<file path="src/pkg/charger_pkg.sv">
// Constants shared by the battery charge controller.
// Assumes measurement codes arrive already synchronous to the 20 MHz clock.
package charger_pkg;

	// ------------------------------------------------------------
	// Timing
	// ------------------------------------------------------------
	localparam int          CLOCK_HZ            = 20_000_000;
	localparam int          RETRY_MS            = 500;
	localparam int          RETRY_CYCLES        = CLOCK_HZ / 1000 * RETRY_MS;
	localparam int          TRICKLE_MIN         = 10;
	localparam longint      TRICKLE_CYCLES      = longint'(CLOCK_HZ) * 60 * TRICKLE_MIN;
	localparam int          SAFETY_HOURS        = 7;
	localparam longint      SAFETY_CYCLES       = longint'(CLOCK_HZ) * 3600 * SAFETY_HOURS;

	// ------------------------------------------------------------
	// Charge current code (mA / 2)
	// ------------------------------------------------------------
	localparam int          CURRENT_W           = 9;
	localparam logic [8:0]  CURRENT_MIN_CODE    = 9'h010;
	localparam logic [8:0]  CURRENT_MAX_CODE    = 9'h190;
	localparam logic [7:0]  CURRENT_HIGH_RESET  = 8'h08;
	localparam logic        CURRENT_LOW_RESET   = 1'b0;

	// ------------------------------------------------------------
	// Thermistor and die temperature codes
	// ------------------------------------------------------------
	localparam int          CODE_W              = 10;
	localparam logic [9:0]  NTC_COLD_RESET      = 10'h2ed;
	localparam logic [9:0]  NTC_COOL_RESET      = 10'h292;
	localparam logic [9:0]  NTC_WARM_RESET      = 10'h151;
	localparam logic [9:0]  NTC_HOT_RESET       = 10'h0ed;
	localparam logic [9:0]  DIE_STOP_RESET      = 10'h167;
	localparam logic [9:0]  DIE_RESUME_RESET    = 10'h174;

	// ------------------------------------------------------------
	// Voltages in mV, recharge percentage
	// ------------------------------------------------------------
	localparam int          MV_W                = 13;
	localparam logic [12:0] TRICKLE_EXIT_RESET  = 13'h0b54;
	localparam int          RECHARGE_PCT        = 95;

	typedef enum logic [1:0] {
		ZONE_COLD_HOT = 2'h0,
		ZONE_COOL     = 2'h1,
		ZONE_NOMINAL  = 2'h2,
		ZONE_WARM     = 2'h3
	} zone_t;

	typedef enum logic [6:0] {
		ST_IDLE    = 7'h01,
		ST_DETECT  = 7'h02,
		ST_TRICKLE = 7'h04,
		ST_CC      = 7'h08,
		ST_CV      = 7'h10,
		ST_DONE    = 7'h20,
		ST_ERROR   = 7'h40
	} charge_state_t;

endpackage

</file>
<file path="src/core/temp_zone.sv">
// Battery temperature zone classifier.
// Assumes thresholds are programmed cold >= cool >= warm >= hot in code terms.
`timescale 1ns/10ps
`default_nettype none
module temp_zone
	import charger_pkg::*;
#(
	parameter int W = CODE_W
) (
	// Clock and reset
	input  wire logic         clock,
	input  wire logic         rst,
	// Measurement and thresholds
	input  wire logic [W-1:0] ntc_code,
	input  wire logic [W-1:0] cold_code,
	input  wire logic [W-1:0] cool_code,
	input  wire logic [W-1:0] warm_code,
	input  wire logic [W-1:0] hot_code,
	input  wire logic         monitor_off,
	// Results
	output zone_t             zone,
	output logic              crossing
);
	// Higher temperature gives a lower code.
	wire logic is_cold = ntc_code > cold_code;
	wire logic is_hot  = ntc_code < hot_code;
	wire logic is_cool = ntc_code > cool_code;
	wire logic is_warm = ntc_code < warm_code;
	zone_t     next_zone;

	assign next_zone = monitor_off          ? ZONE_NOMINAL :
	                   (is_cold || is_hot)  ? ZONE_COLD_HOT :
	                   is_cool              ? ZONE_COOL :
	                   is_warm              ? ZONE_WARM : ZONE_NOMINAL;

	// Any zone change marks a threshold crossing.
	always_ff @(posedge clock or posedge rst) begin
		if (rst) begin
			zone     <= ZONE_NOMINAL;
			crossing <= 1'b0;
		end else begin
			zone     <= next_zone;
			crossing <= (next_zone != zone);
		end
	end
endmodule
`default_nettype wire

</file>
<file path="src/core/battery_charge_controller.sv">
// Charge sequencing for a linear battery charger.
// Assumes voltages, currents and temperature codes come synchronous from an ADC.
// Summary of operation
// - Charging starts only with enable set, supply present and battery detected.
// - Trickle first after detection, constant current once above trickle exit.
// - Constant voltage at termination voltage; done when current below termination.
// - After done, wait for battery below recharge threshold before new cycle.
// - Lockout release retried every 500 ms while it fails.
// - Battery-present flag shows faulty or missing battery.
// - Reset clears charge control bits; charging disabled.
// - Charge current 32 to 800 mA in 2 mA steps, default 32 mA.
// - 9-bit code mA/2; high eight bits and low bit separate.
// - New current takes effect only when charging is next enabled.
// - Trickle charges at tenth of current below trickle exit, default 2.9 V.
// - Termination current selectable ten or twenty percent.
// - No charging when cold or hot; optional pause at warm.
// - Thermistor thresholds are 10-bit codes, cold 749 and hot 237 default.
// - Cool region charges half current outside trickle unless reduction disabled.
// - Warm region uses warm termination voltage, others normal.
// - Interrupt on battery temperature threshold crossings.
// - Stop charging at die stop limit, resume at resume limit.
// - Die limits are 10-bit codes; lower code means hotter.
// - Status flag shows die temperature above stop limit.
// - Recharge threshold is 95 percent of termination voltage.
// - Automatic recharge unless disabled, with interrupt.
// - Trickle timeout or safety timer expiry disables charging with error.
`timescale 1ns/10ps
`default_nettype none
module battery_charge_controller
	import charger_pkg::*;
#(
	parameter int     CW              = CURRENT_W,
	parameter int     RETRY_TICKS     = RETRY_CYCLES,
	parameter longint TRICKLE_TICKS   = TRICKLE_CYCLES,
	parameter longint SAFETY_TICKS    = SAFETY_CYCLES
) (
	// Clock and reset
	input  wire logic              clock,
	input  wire logic              rst,
	// Control strobes
	input  wire logic              charge_enable_set,
	input  wire logic              charge_enable_clear,
	input  wire logic              feature_disable_set,
	input  wire logic              recharge_disable_in,
	input  wire logic              ntc_disable_in,
	input  wire logic              release_error,
	input  wire logic              clear_safety_timer,
	// Configuration
	input  wire logic              charger_config,
	input  wire logic              cool_full_current,
	input  wire logic              term_current_20,
	input  wire logic [7:0]        charge_current_high,
	input  wire logic              charge_current_low,
	input  wire logic              current_write,
	input  wire logic [MV_W-1:0]   term_voltage,
	input  wire logic [MV_W-1:0]   warm_term_voltage,
	input  wire logic [MV_W-1:0]   trickle_exit_voltage,
	input  wire logic              trickle_exit_write,
	input  wire logic [CODE_W-1:0] ntc_thr_cold,
	input  wire logic [CODE_W-1:0] ntc_thr_cool,
	input  wire logic [CODE_W-1:0] ntc_thr_warm,
	input  wire logic [CODE_W-1:0] ntc_thr_hot,
	input  wire logic              ntc_thr_write,
	input  wire logic [CODE_W-1:0] die_stop_temp,
	input  wire logic [CODE_W-1:0] die_resume_temp,
	input  wire logic              die_thr_write,
	// Analog side
	input  wire logic              supply_present,
	input  wire logic              battery_sensed,
	input  wire logic              undervoltage_lockout,
	input  wire logic [MV_W-1:0]   battery_mv,
	input  wire logic [CW+1:0]     battery_current,
	input  wire logic [CODE_W-1:0] ntc_code,
	input  wire logic [CODE_W-1:0] die_code,
	// Outputs to analog side
	output logic                   charge_on,
	output logic [CW-1:0]          charge_current_code,
	output logic [MV_W-1:0]        target_voltage,
	output logic                   release_attempt,
	// Status
	output logic                   battery_present,
	output logic                   die_temp_status_a,
	output logic                   charging_active,
	output logic                   charge_error,
	output charge_state_t          charge_state,
	output logic                   temp_event,
	output logic                   recharge_event,
	output logic                   die_event,
	output logic                   done_event
);
	// ------------------------------------------------------------
	// Configuration registers
	// ------------------------------------------------------------
	logic              enabled;
	logic              recharge_off;
	logic              ntc_off;
	logic [CW-1:0]     current_reg;
	logic [CW-1:0]     current_live;
	logic [MV_W-1:0]   trickle_exit;
	logic [CODE_W-1:0] thr_cold, thr_cool, thr_warm, thr_hot;
	logic [CODE_W-1:0] die_stop, die_resume;
	logic              die_hot;
	logic [31:0]       retry_count;
	logic [63:0]       timer;
	charge_state_t     next_state;
	zone_t             zone;
	logic              zone_cross;

	always_ff @(posedge clock or posedge rst) begin
		if (rst) begin
			enabled      <= 1'b0;
			recharge_off <= 1'b0;
			ntc_off      <= 1'b0;
			current_reg  <= {CURRENT_HIGH_RESET, CURRENT_LOW_RESET};
			trickle_exit <= TRICKLE_EXIT_RESET;
			thr_cold     <= NTC_COLD_RESET;
			thr_cool     <= NTC_COOL_RESET;
			thr_warm     <= NTC_WARM_RESET;
			thr_hot      <= NTC_HOT_RESET;
			die_stop     <= DIE_STOP_RESET;
			die_resume   <= DIE_RESUME_RESET;
		end else begin
			if (charge_enable_set)
				enabled <= 1'b1;
			else if (charge_enable_clear || next_state == ST_ERROR)
				enabled <= 1'b0;
			if (feature_disable_set) begin
				recharge_off <= recharge_disable_in;
				ntc_off      <= ntc_disable_in;
			end
			if (current_write)
				current_reg <= {charge_current_high, charge_current_low};
			if (trickle_exit_write)
				trickle_exit <= trickle_exit_voltage;
			if (ntc_thr_write) begin
				thr_cold <= ntc_thr_cold;
				thr_cool <= ntc_thr_cool;
				thr_warm <= ntc_thr_warm;
				thr_hot  <= ntc_thr_hot;
			end
			if (die_thr_write) begin
				die_stop   <= die_stop_temp;
				die_resume <= die_resume_temp;
			end
		end
	end

	// ------------------------------------------------------------
	// Current setting and clamping
	// ------------------------------------------------------------
	// clamp to legal range
	wire logic [CW-1:0] current_clamped =
		(current_reg < CURRENT_MIN_CODE[CW-1:0]) ? CURRENT_MIN_CODE[CW-1:0] :
		(current_reg > CURRENT_MAX_CODE[CW-1:0]) ? CURRENT_MAX_CODE[CW-1:0] : current_reg;

	always_ff @(posedge clock or posedge rst) begin
		if (rst)
			current_live <= CURRENT_MIN_CODE[CW-1:0];
		else if (charge_enable_set && !enabled)
			current_live <= current_clamped;
	end

	// ------------------------------------------------------------
	// Temperature zones and die regulation
	// ------------------------------------------------------------
	// monitoring may be off
	temp_zone #(
		.W (CODE_W)
	) u_zone (
		.clock       (clock),
		.rst         (rst),
		.ntc_code    (ntc_code),
		.cold_code   (thr_cold),
		.cool_code   (thr_cool),
		.warm_code   (thr_warm),
		.hot_code    (thr_hot),
		.monitor_off (ntc_off),
		.zone        (zone),
		.crossing    (zone_cross)
	);

	wire logic temp_block = (zone == ZONE_COLD_HOT) || (charger_config && zone == ZONE_WARM);

	// die hysteresis; lower code is hotter
	always_ff @(posedge clock or posedge rst) begin
		if (rst)
			die_hot <= 1'b0;
		else if (die_code <= die_stop)
			die_hot <= 1'b1;
		else if (die_code >= die_resume)
			die_hot <= 1'b0;
	end

	wire logic [MV_W-1:0] vterm = (zone == ZONE_WARM) ? warm_term_voltage : term_voltage;
	wire logic [MV_W+6:0] vterm_scaled = 20'(vterm) * 20'(RECHARGE_PCT);
	wire logic [MV_W+6:0] vbat_scaled  = 20'(battery_mv) * 20'd100;
	wire logic            below_recharge = vbat_scaled < vterm_scaled;

	// ------------------------------------------------------------
	// Charge current per phase
	// ------------------------------------------------------------
	// half in cool zone
	wire logic [CW-1:0] zone_current =
		(zone == ZONE_COOL && !cool_full_current) ? (current_live >> 1) : current_live;
	wire logic [CW-1:0] tenth_current = CW'(current_live / 10);
	wire logic [CW+1:0] term_current = term_current_20 ? (CW+2)'(current_live / 5) :
	                                                     (CW+2)'(tenth_current);

	// ------------------------------------------------------------
	// Sequencer
	// ------------------------------------------------------------
	wire logic ready = enabled && supply_present;
	wire logic retry_due = retry_count >= RETRY_TICKS - 1;

	always_comb begin
		next_state = charge_state;
		case (charge_state)
			ST_IDLE:
				if (ready)
					next_state = ST_DETECT;
			ST_DETECT:
				if (!ready)
					next_state = ST_IDLE;
				else if (battery_sensed && !undervoltage_lockout)
					next_state = ST_TRICKLE;
			ST_TRICKLE:
				if (!ready)
					next_state = ST_IDLE;
				else if (64'(timer) >= TRICKLE_TICKS - 1)
					next_state = ST_ERROR;
				else if (battery_mv > trickle_exit)
					next_state = ST_CC;
			ST_CC:
				if (!ready)
					next_state = ST_IDLE;
				else if (64'(timer) >= SAFETY_TICKS - 1)
					next_state = ST_ERROR;
				else if (battery_mv >= vterm)
					next_state = ST_CV;
			ST_CV:
				if (!ready)
					next_state = ST_IDLE;
				else if (battery_current < term_current && !temp_block && !die_hot)
					next_state = ST_DONE;
			ST_DONE:
				if (!ready)
					next_state = ST_IDLE;
				else if (below_recharge && !recharge_off)
					next_state = ST_TRICKLE;
			ST_ERROR:
				if (release_error || !supply_present)
					next_state = ST_IDLE;
			default:
				next_state = ST_IDLE;
		endcase
	end

	always_ff @(posedge clock or posedge rst) begin
		if (rst)
			charge_state <= ST_IDLE;
		else
			charge_state <= next_state;
	end

	always_ff @(posedge clock or posedge rst) begin
		if (rst)
			retry_count <= 32'h0;
		else if (charge_state != ST_DETECT || retry_due)
			retry_count <= 32'h0;
		else
			retry_count <= retry_count + 32'h1;
	end

	// Trickle and safety timers share one counter; pauses do not stop it.
	always_ff @(posedge clock or posedge rst) begin
		if (rst)
			timer <= 64'h0;
		else if (next_state != charge_state || clear_safety_timer)
			timer <= 64'h0;
		else if (charge_state == ST_TRICKLE || charge_state == ST_CC)
			timer <= timer + 64'h1;
	end

	// ------------------------------------------------------------
	// Outputs
	// ------------------------------------------------------------
	wire logic in_charge = charge_state == ST_TRICKLE || charge_state == ST_CC ||
	                       charge_state == ST_CV;

	always_ff @(posedge clock or posedge rst) begin
		if (rst) begin
			charge_on           <= 1'b0;
			charge_current_code <= '0;
			target_voltage      <= '0;
			release_attempt     <= 1'b0;
			battery_present     <= 1'b0;
			die_temp_status_a   <= 1'b0;
			charging_active     <= 1'b0;
			charge_error        <= 1'b0;
			temp_event          <= 1'b0;
			recharge_event      <= 1'b0;
			die_event           <= 1'b0;
			done_event          <= 1'b0;
		end else begin
			charge_on           <= in_charge && !temp_block && !die_hot;
			charge_current_code <= (charge_state == ST_TRICKLE) ? tenth_current : zone_current;
			target_voltage      <= vterm;
			release_attempt     <= charge_state == ST_DETECT && retry_due;
			battery_present     <= battery_sensed && !undervoltage_lockout;
			die_temp_status_a   <= die_hot;
			charging_active     <= in_charge;
			charge_error        <= next_state == ST_ERROR;
			temp_event          <= zone_cross && !ntc_off;
			recharge_event      <= charge_state == ST_DONE && next_state == ST_TRICKLE;
			die_event           <= die_code <= die_stop && !die_hot && in_charge;
			done_event          <= charge_state == ST_CV && next_state == ST_DONE;
		end
	end
endmodule
`default_nettype wire

</file>
<file path="config.mk">
export PLATFORM = sky130hd
export DESIGN_NAME = battery_charge_controller
export DESIGN_NICKNAME = d
export VERILOG_FILES = /design/src/pkg/charger_pkg.sv /design/src/core/temp_zone.sv /design/src/core/battery_charge_controller.sv
export SDC_FILE = /design/constraint.sdc
export NUM_CORES = 1
export LEC_CHECK = 0
export BUFFER_PORTS_ARGS = -buffer_cell sky130_fd_sc_hd__buf_2
export CAP_MARGIN = 10
export CORE_MARGIN = 4
export CORE_UTILIZATION = 48
export DETAILED_ROUTE_END_ITERATION = 6
export GPL_TIMING_DRIVEN = 1
export PLACE_DENSITY = 0.65
export SETUP_SLACK_MARGIN = 0.4
export SLEW_MARGIN = 10
export SYNTH_ARGS = -nofsm -noshare
export SYNTH_HDL_FRONTEND = slang
export SYNTH_SLANG_ARGS = --single-unit
</file>
<file path="constraint.sdc">
create_clock -name clock -period 10 [get_ports clock]
set_clock_uncertainty 0.05 [all_clocks]
set_input_delay 1.5 -clock clock [delete_from_list [all_inputs] [get_ports clock]]
set_output_delay 1.5 -clock clock [all_outputs]
set_load 0.05 [all_outputs]
</file>
==> impl_metrics.json <==
{
  "place_congestion": 0.895,
  "synth_common_cells": "ha_1, inv_1, dfrtp_1",
  "vias": 14500,
  "drc": 0,
  "max_slew_margin_pct": 35.1,
  "p_sw_mw": 1.88,
  "largest_reg_flops": 64,
  "holdBufCountCts": 0,
  "io_buffers": 209,
  "synth_area_leaders": "dfrtp_1, ha_1, dfstp_2",
  "setup_tns_ns": 0,
  "cts_resized": 0,
  "initial_core_util_pct": 48.8,
  "report.final.slew_viol_count": 0,
  "gr-usage-met3_pct": 3.34,
  "synth_edf_count": 0,
  "swShare_pct": 42.0,
  "track_usage_pct": 21.3,
  "combinationalPowerShare_pct": 54.5,
  "reg_top3": "timer: 64 flops, retry_count: 32 flops",
  "reg2reg_to": "timer[43]",
  "fin_nets": 2524,
  "drtPass1Iterations": 6,
  "antenna_found_initial": 2,
  "drive_gt1_share_pct": 19.2,
  "fp.dieW_um": 201,
  "critPathMaxStageDelay_ns": 0.64,
  "rows": 70,
  "total_power_mw": 4.48,
  "clock_sinks": 233,
  "drtIter0Drc": 752,
  "grt_pass1_vias": 14600,
  "wl_per_cell_um": 16.8,
  "num_antenna_cells": 0,
  "avgSynthCellArea_um2": 9.39,
  "rsz0062_at_grt": "false",
  "cts_tree": "yes",
  "synth_seq_cells": 233,
  "yosysMostFrequentCell": "ha_1",
  "worstPathRequired_ns": 10.33,
  "htreeDepth": 1,
  "period_share_pct": 86.2,
  "hold_start": "die_hot",
  "drtAntennaViolNets": 0,
  "cts_buffer_depth": 3,
  "hold_violations": 0,
  "cp_max_fo": 47,
  "reg2reg_depth": 32,
  "postCtsSetupBuffers": 0,
  "min_path_type": "register to register",
  "r2r_setup_slack_ns": 1.38,
  "period_minus_slack_ns": 8.62,
  "power_leakage_nw": 9.67,
  "slowest_stage": "mux2i_1",
  "start_kind": "register",
  "synth_top_area_share_pct": 26.7,
  "ys_seq_area_share_pct": 32.8,
  "cp-startpoint": "u_zone.zone[1]",
  "worstMarginPinSlew_ns": 0.974,
  "grtUsageMet2_pct": 36.7,
  "p_per_area_mw_per_mm2": 221,
  "ys_types": 91,
  "power_frac_clock_pct": 21.7,
  "r2r_start": "u_zone.zone[1]",
  "cts_made_buffers": 27,
  "synth_area_mm2": 0.0179,
  "min_to": "die_temp_status_a",
  "setup_viol": 0,
  "met1_usage_pct": 28.3,
  "max_freq_mhz": 116,
  "syn2layout_area_growth_pct": 13.1,
  "routed_wirelength_um": 43500,
  "synthFlopType": "dfrtp_1",
  "power_frac_seq_pct": 23.8,
  "via_per_inst": 5.58,
  "yosysWarningCount": 0,
  "whs_path_depth": 0,
  "top_register": "timer",
  "maxCapViolCount": 0,
  "clkTransAtPathRegs_ns": 0.06,
  "grt_max_degree": 137,
  "crit_arrival_ns": 8.94,
  "synthArstFlopShare_pct": 100,
  "max-vdd-ir-drop_v": 0.000207,
  "insertion_delay_ns": 0.55,
  "synth_cells": 1907,
  "core_region_area_mm2": 0.0367,
  "internal_power_mw": 2.60,
  "dieArea_mm2": 0.0405,
  "cp-end-kind": "register",
  "cp_common_cell": "inv_1",
  "die_y_um": 201,
  "ctsRootBufferMaster": "clkbuf_16",
  "ioPinCount": 210,
  "status": "finished, final reports clean",
  "yosysTopAreaCell": "dfrtp_1",
  "grt-busiest-layer": "met2",
  "grt_pass1_wl_um": 73100,
  "hpwl_um": 32700,
  "grt_overflow": 0,
  "critPathKind": "register to register"
}
## worst max path at each step
stage                     end  slack [ns]  cells after the start
floorplan            timer[0]        1.59                     31
global placement    timer[38]        1.20                     32
detailed placement  timer[43]        0.99                     32
CTS                 timer[43]        1.32                     32
global route        timer[43]        0.66                     32
finish              timer[43]        1.38                     32
## cell usage in the layout, fill, tap and decap left out, types with 6 or more instances in the layout
master       n
a211o_1      6
a211oi_1    16
a211oi_2    44
a21o_1      49
a21oi_1     80
a22o_1       9
a31oi_1     10
and2_1      13
and3_1      17
buf_2      209
buf_4       14
clkbuf_16   27
clkinv_2     8
conb_1       8
dfrtp_1    191
dfstp_2     42
fa_1        50
ha_1       203
inv_1      201
mux2_2      18
mux2i_1     21
nand2_1    162
nand2b_1    18
nand3_1     54
nand4_1     45
nor2_1     108
nor2b_1     20
nor3_1      27
nor4_1      18
o211ai_1    13
o21a_1      29
o21ai_0    128
o21bai_1     7
o31ai_1      9
or2_2        7
xnor2_1     55
xor2_1      54
## worst max-delay path, delay by kind of cell (launching register included)
kind                     cells  cell delay (ns)
AO/OA/AOI/OAI               16             2.84
adder cells (fa/ha/maj)      6             2.39
buffers and inverters        6             1.30
flip-flops                   1             0.58
multiplexers                 1             0.64
AND/OR/NAND/NOR              3             0.62
## metal layers
metal / vias up / wire length (µm)
li1: 7115 / -
met1: 6948 / 19400
met2: 314 / 20900
met3: 76 / 1950
met4: 0 / 1240
met5: - / 0
## kinds of logic (layout without fill, tap and decap cells)
| kind of cell | after synthesis | in the layout | synth area share (%) |
|---|---|---|---|
| XOR/XNOR | 109 | 109 | 5.33 |
| multiplexers | 39 | 39 | 2.31 |
| adder cells (fa/ha/maj) | 255 | 255 | 19.9 |
| AO/OA/AOI/OAI | 477 | 477 | 19.2 |
| AND/OR/NAND/NOR | 523 | 523 | 14.3 |
| other | 1 | 8 | 0.0209 |
| buffers and inverters | 270 | 476 | 6.06 |
| flip-flops | 233 | 233 | 32.8 |
## metrics by stage
stage,worst slack [ns],hold WS (ns),instance area (µm²),instances,utilization (%)
after floorplan,1.59,0.325,17900,1914,-
after global routing,0.660,0.411,20200,2588,55.2
after detailed placement,0.991,0.374,19400,2538,52.8
final,1.38,0.385,20200,2588,55.2
after global placement,1.20,0.364,19400,2538,52.8
after CTS,1.32,0.388,20200,2587,55.2
## power groups by stage
| stage | Clock, mW | Sequential, mW | Combinational (mW) |
|---|---|---|---|
| floorplan | 0 | 1.11 | 1.87 |
| global placement | 0 | 1.08 | 2.39 |
| detailed placement | 0 | 1.08 | 2.44 |
| CTS | 0.997 | 1.07 | 2.46 |
| global route | 1.04 | 1.07 | 2.80 |
| finish | 0.971 | 1.07 | 2.44 |
## area by class of cell
class	instances	area (µm²)
inverter	203	769
timing repair buffer	224	1160
tap	468	586
multi-input combinational	1411	11000
fill	3345	16400
sequential	233	5880
clock inverter	15	140
clock buffer	34	722
No activity file was read; power rests on OpenSTA's default activity.
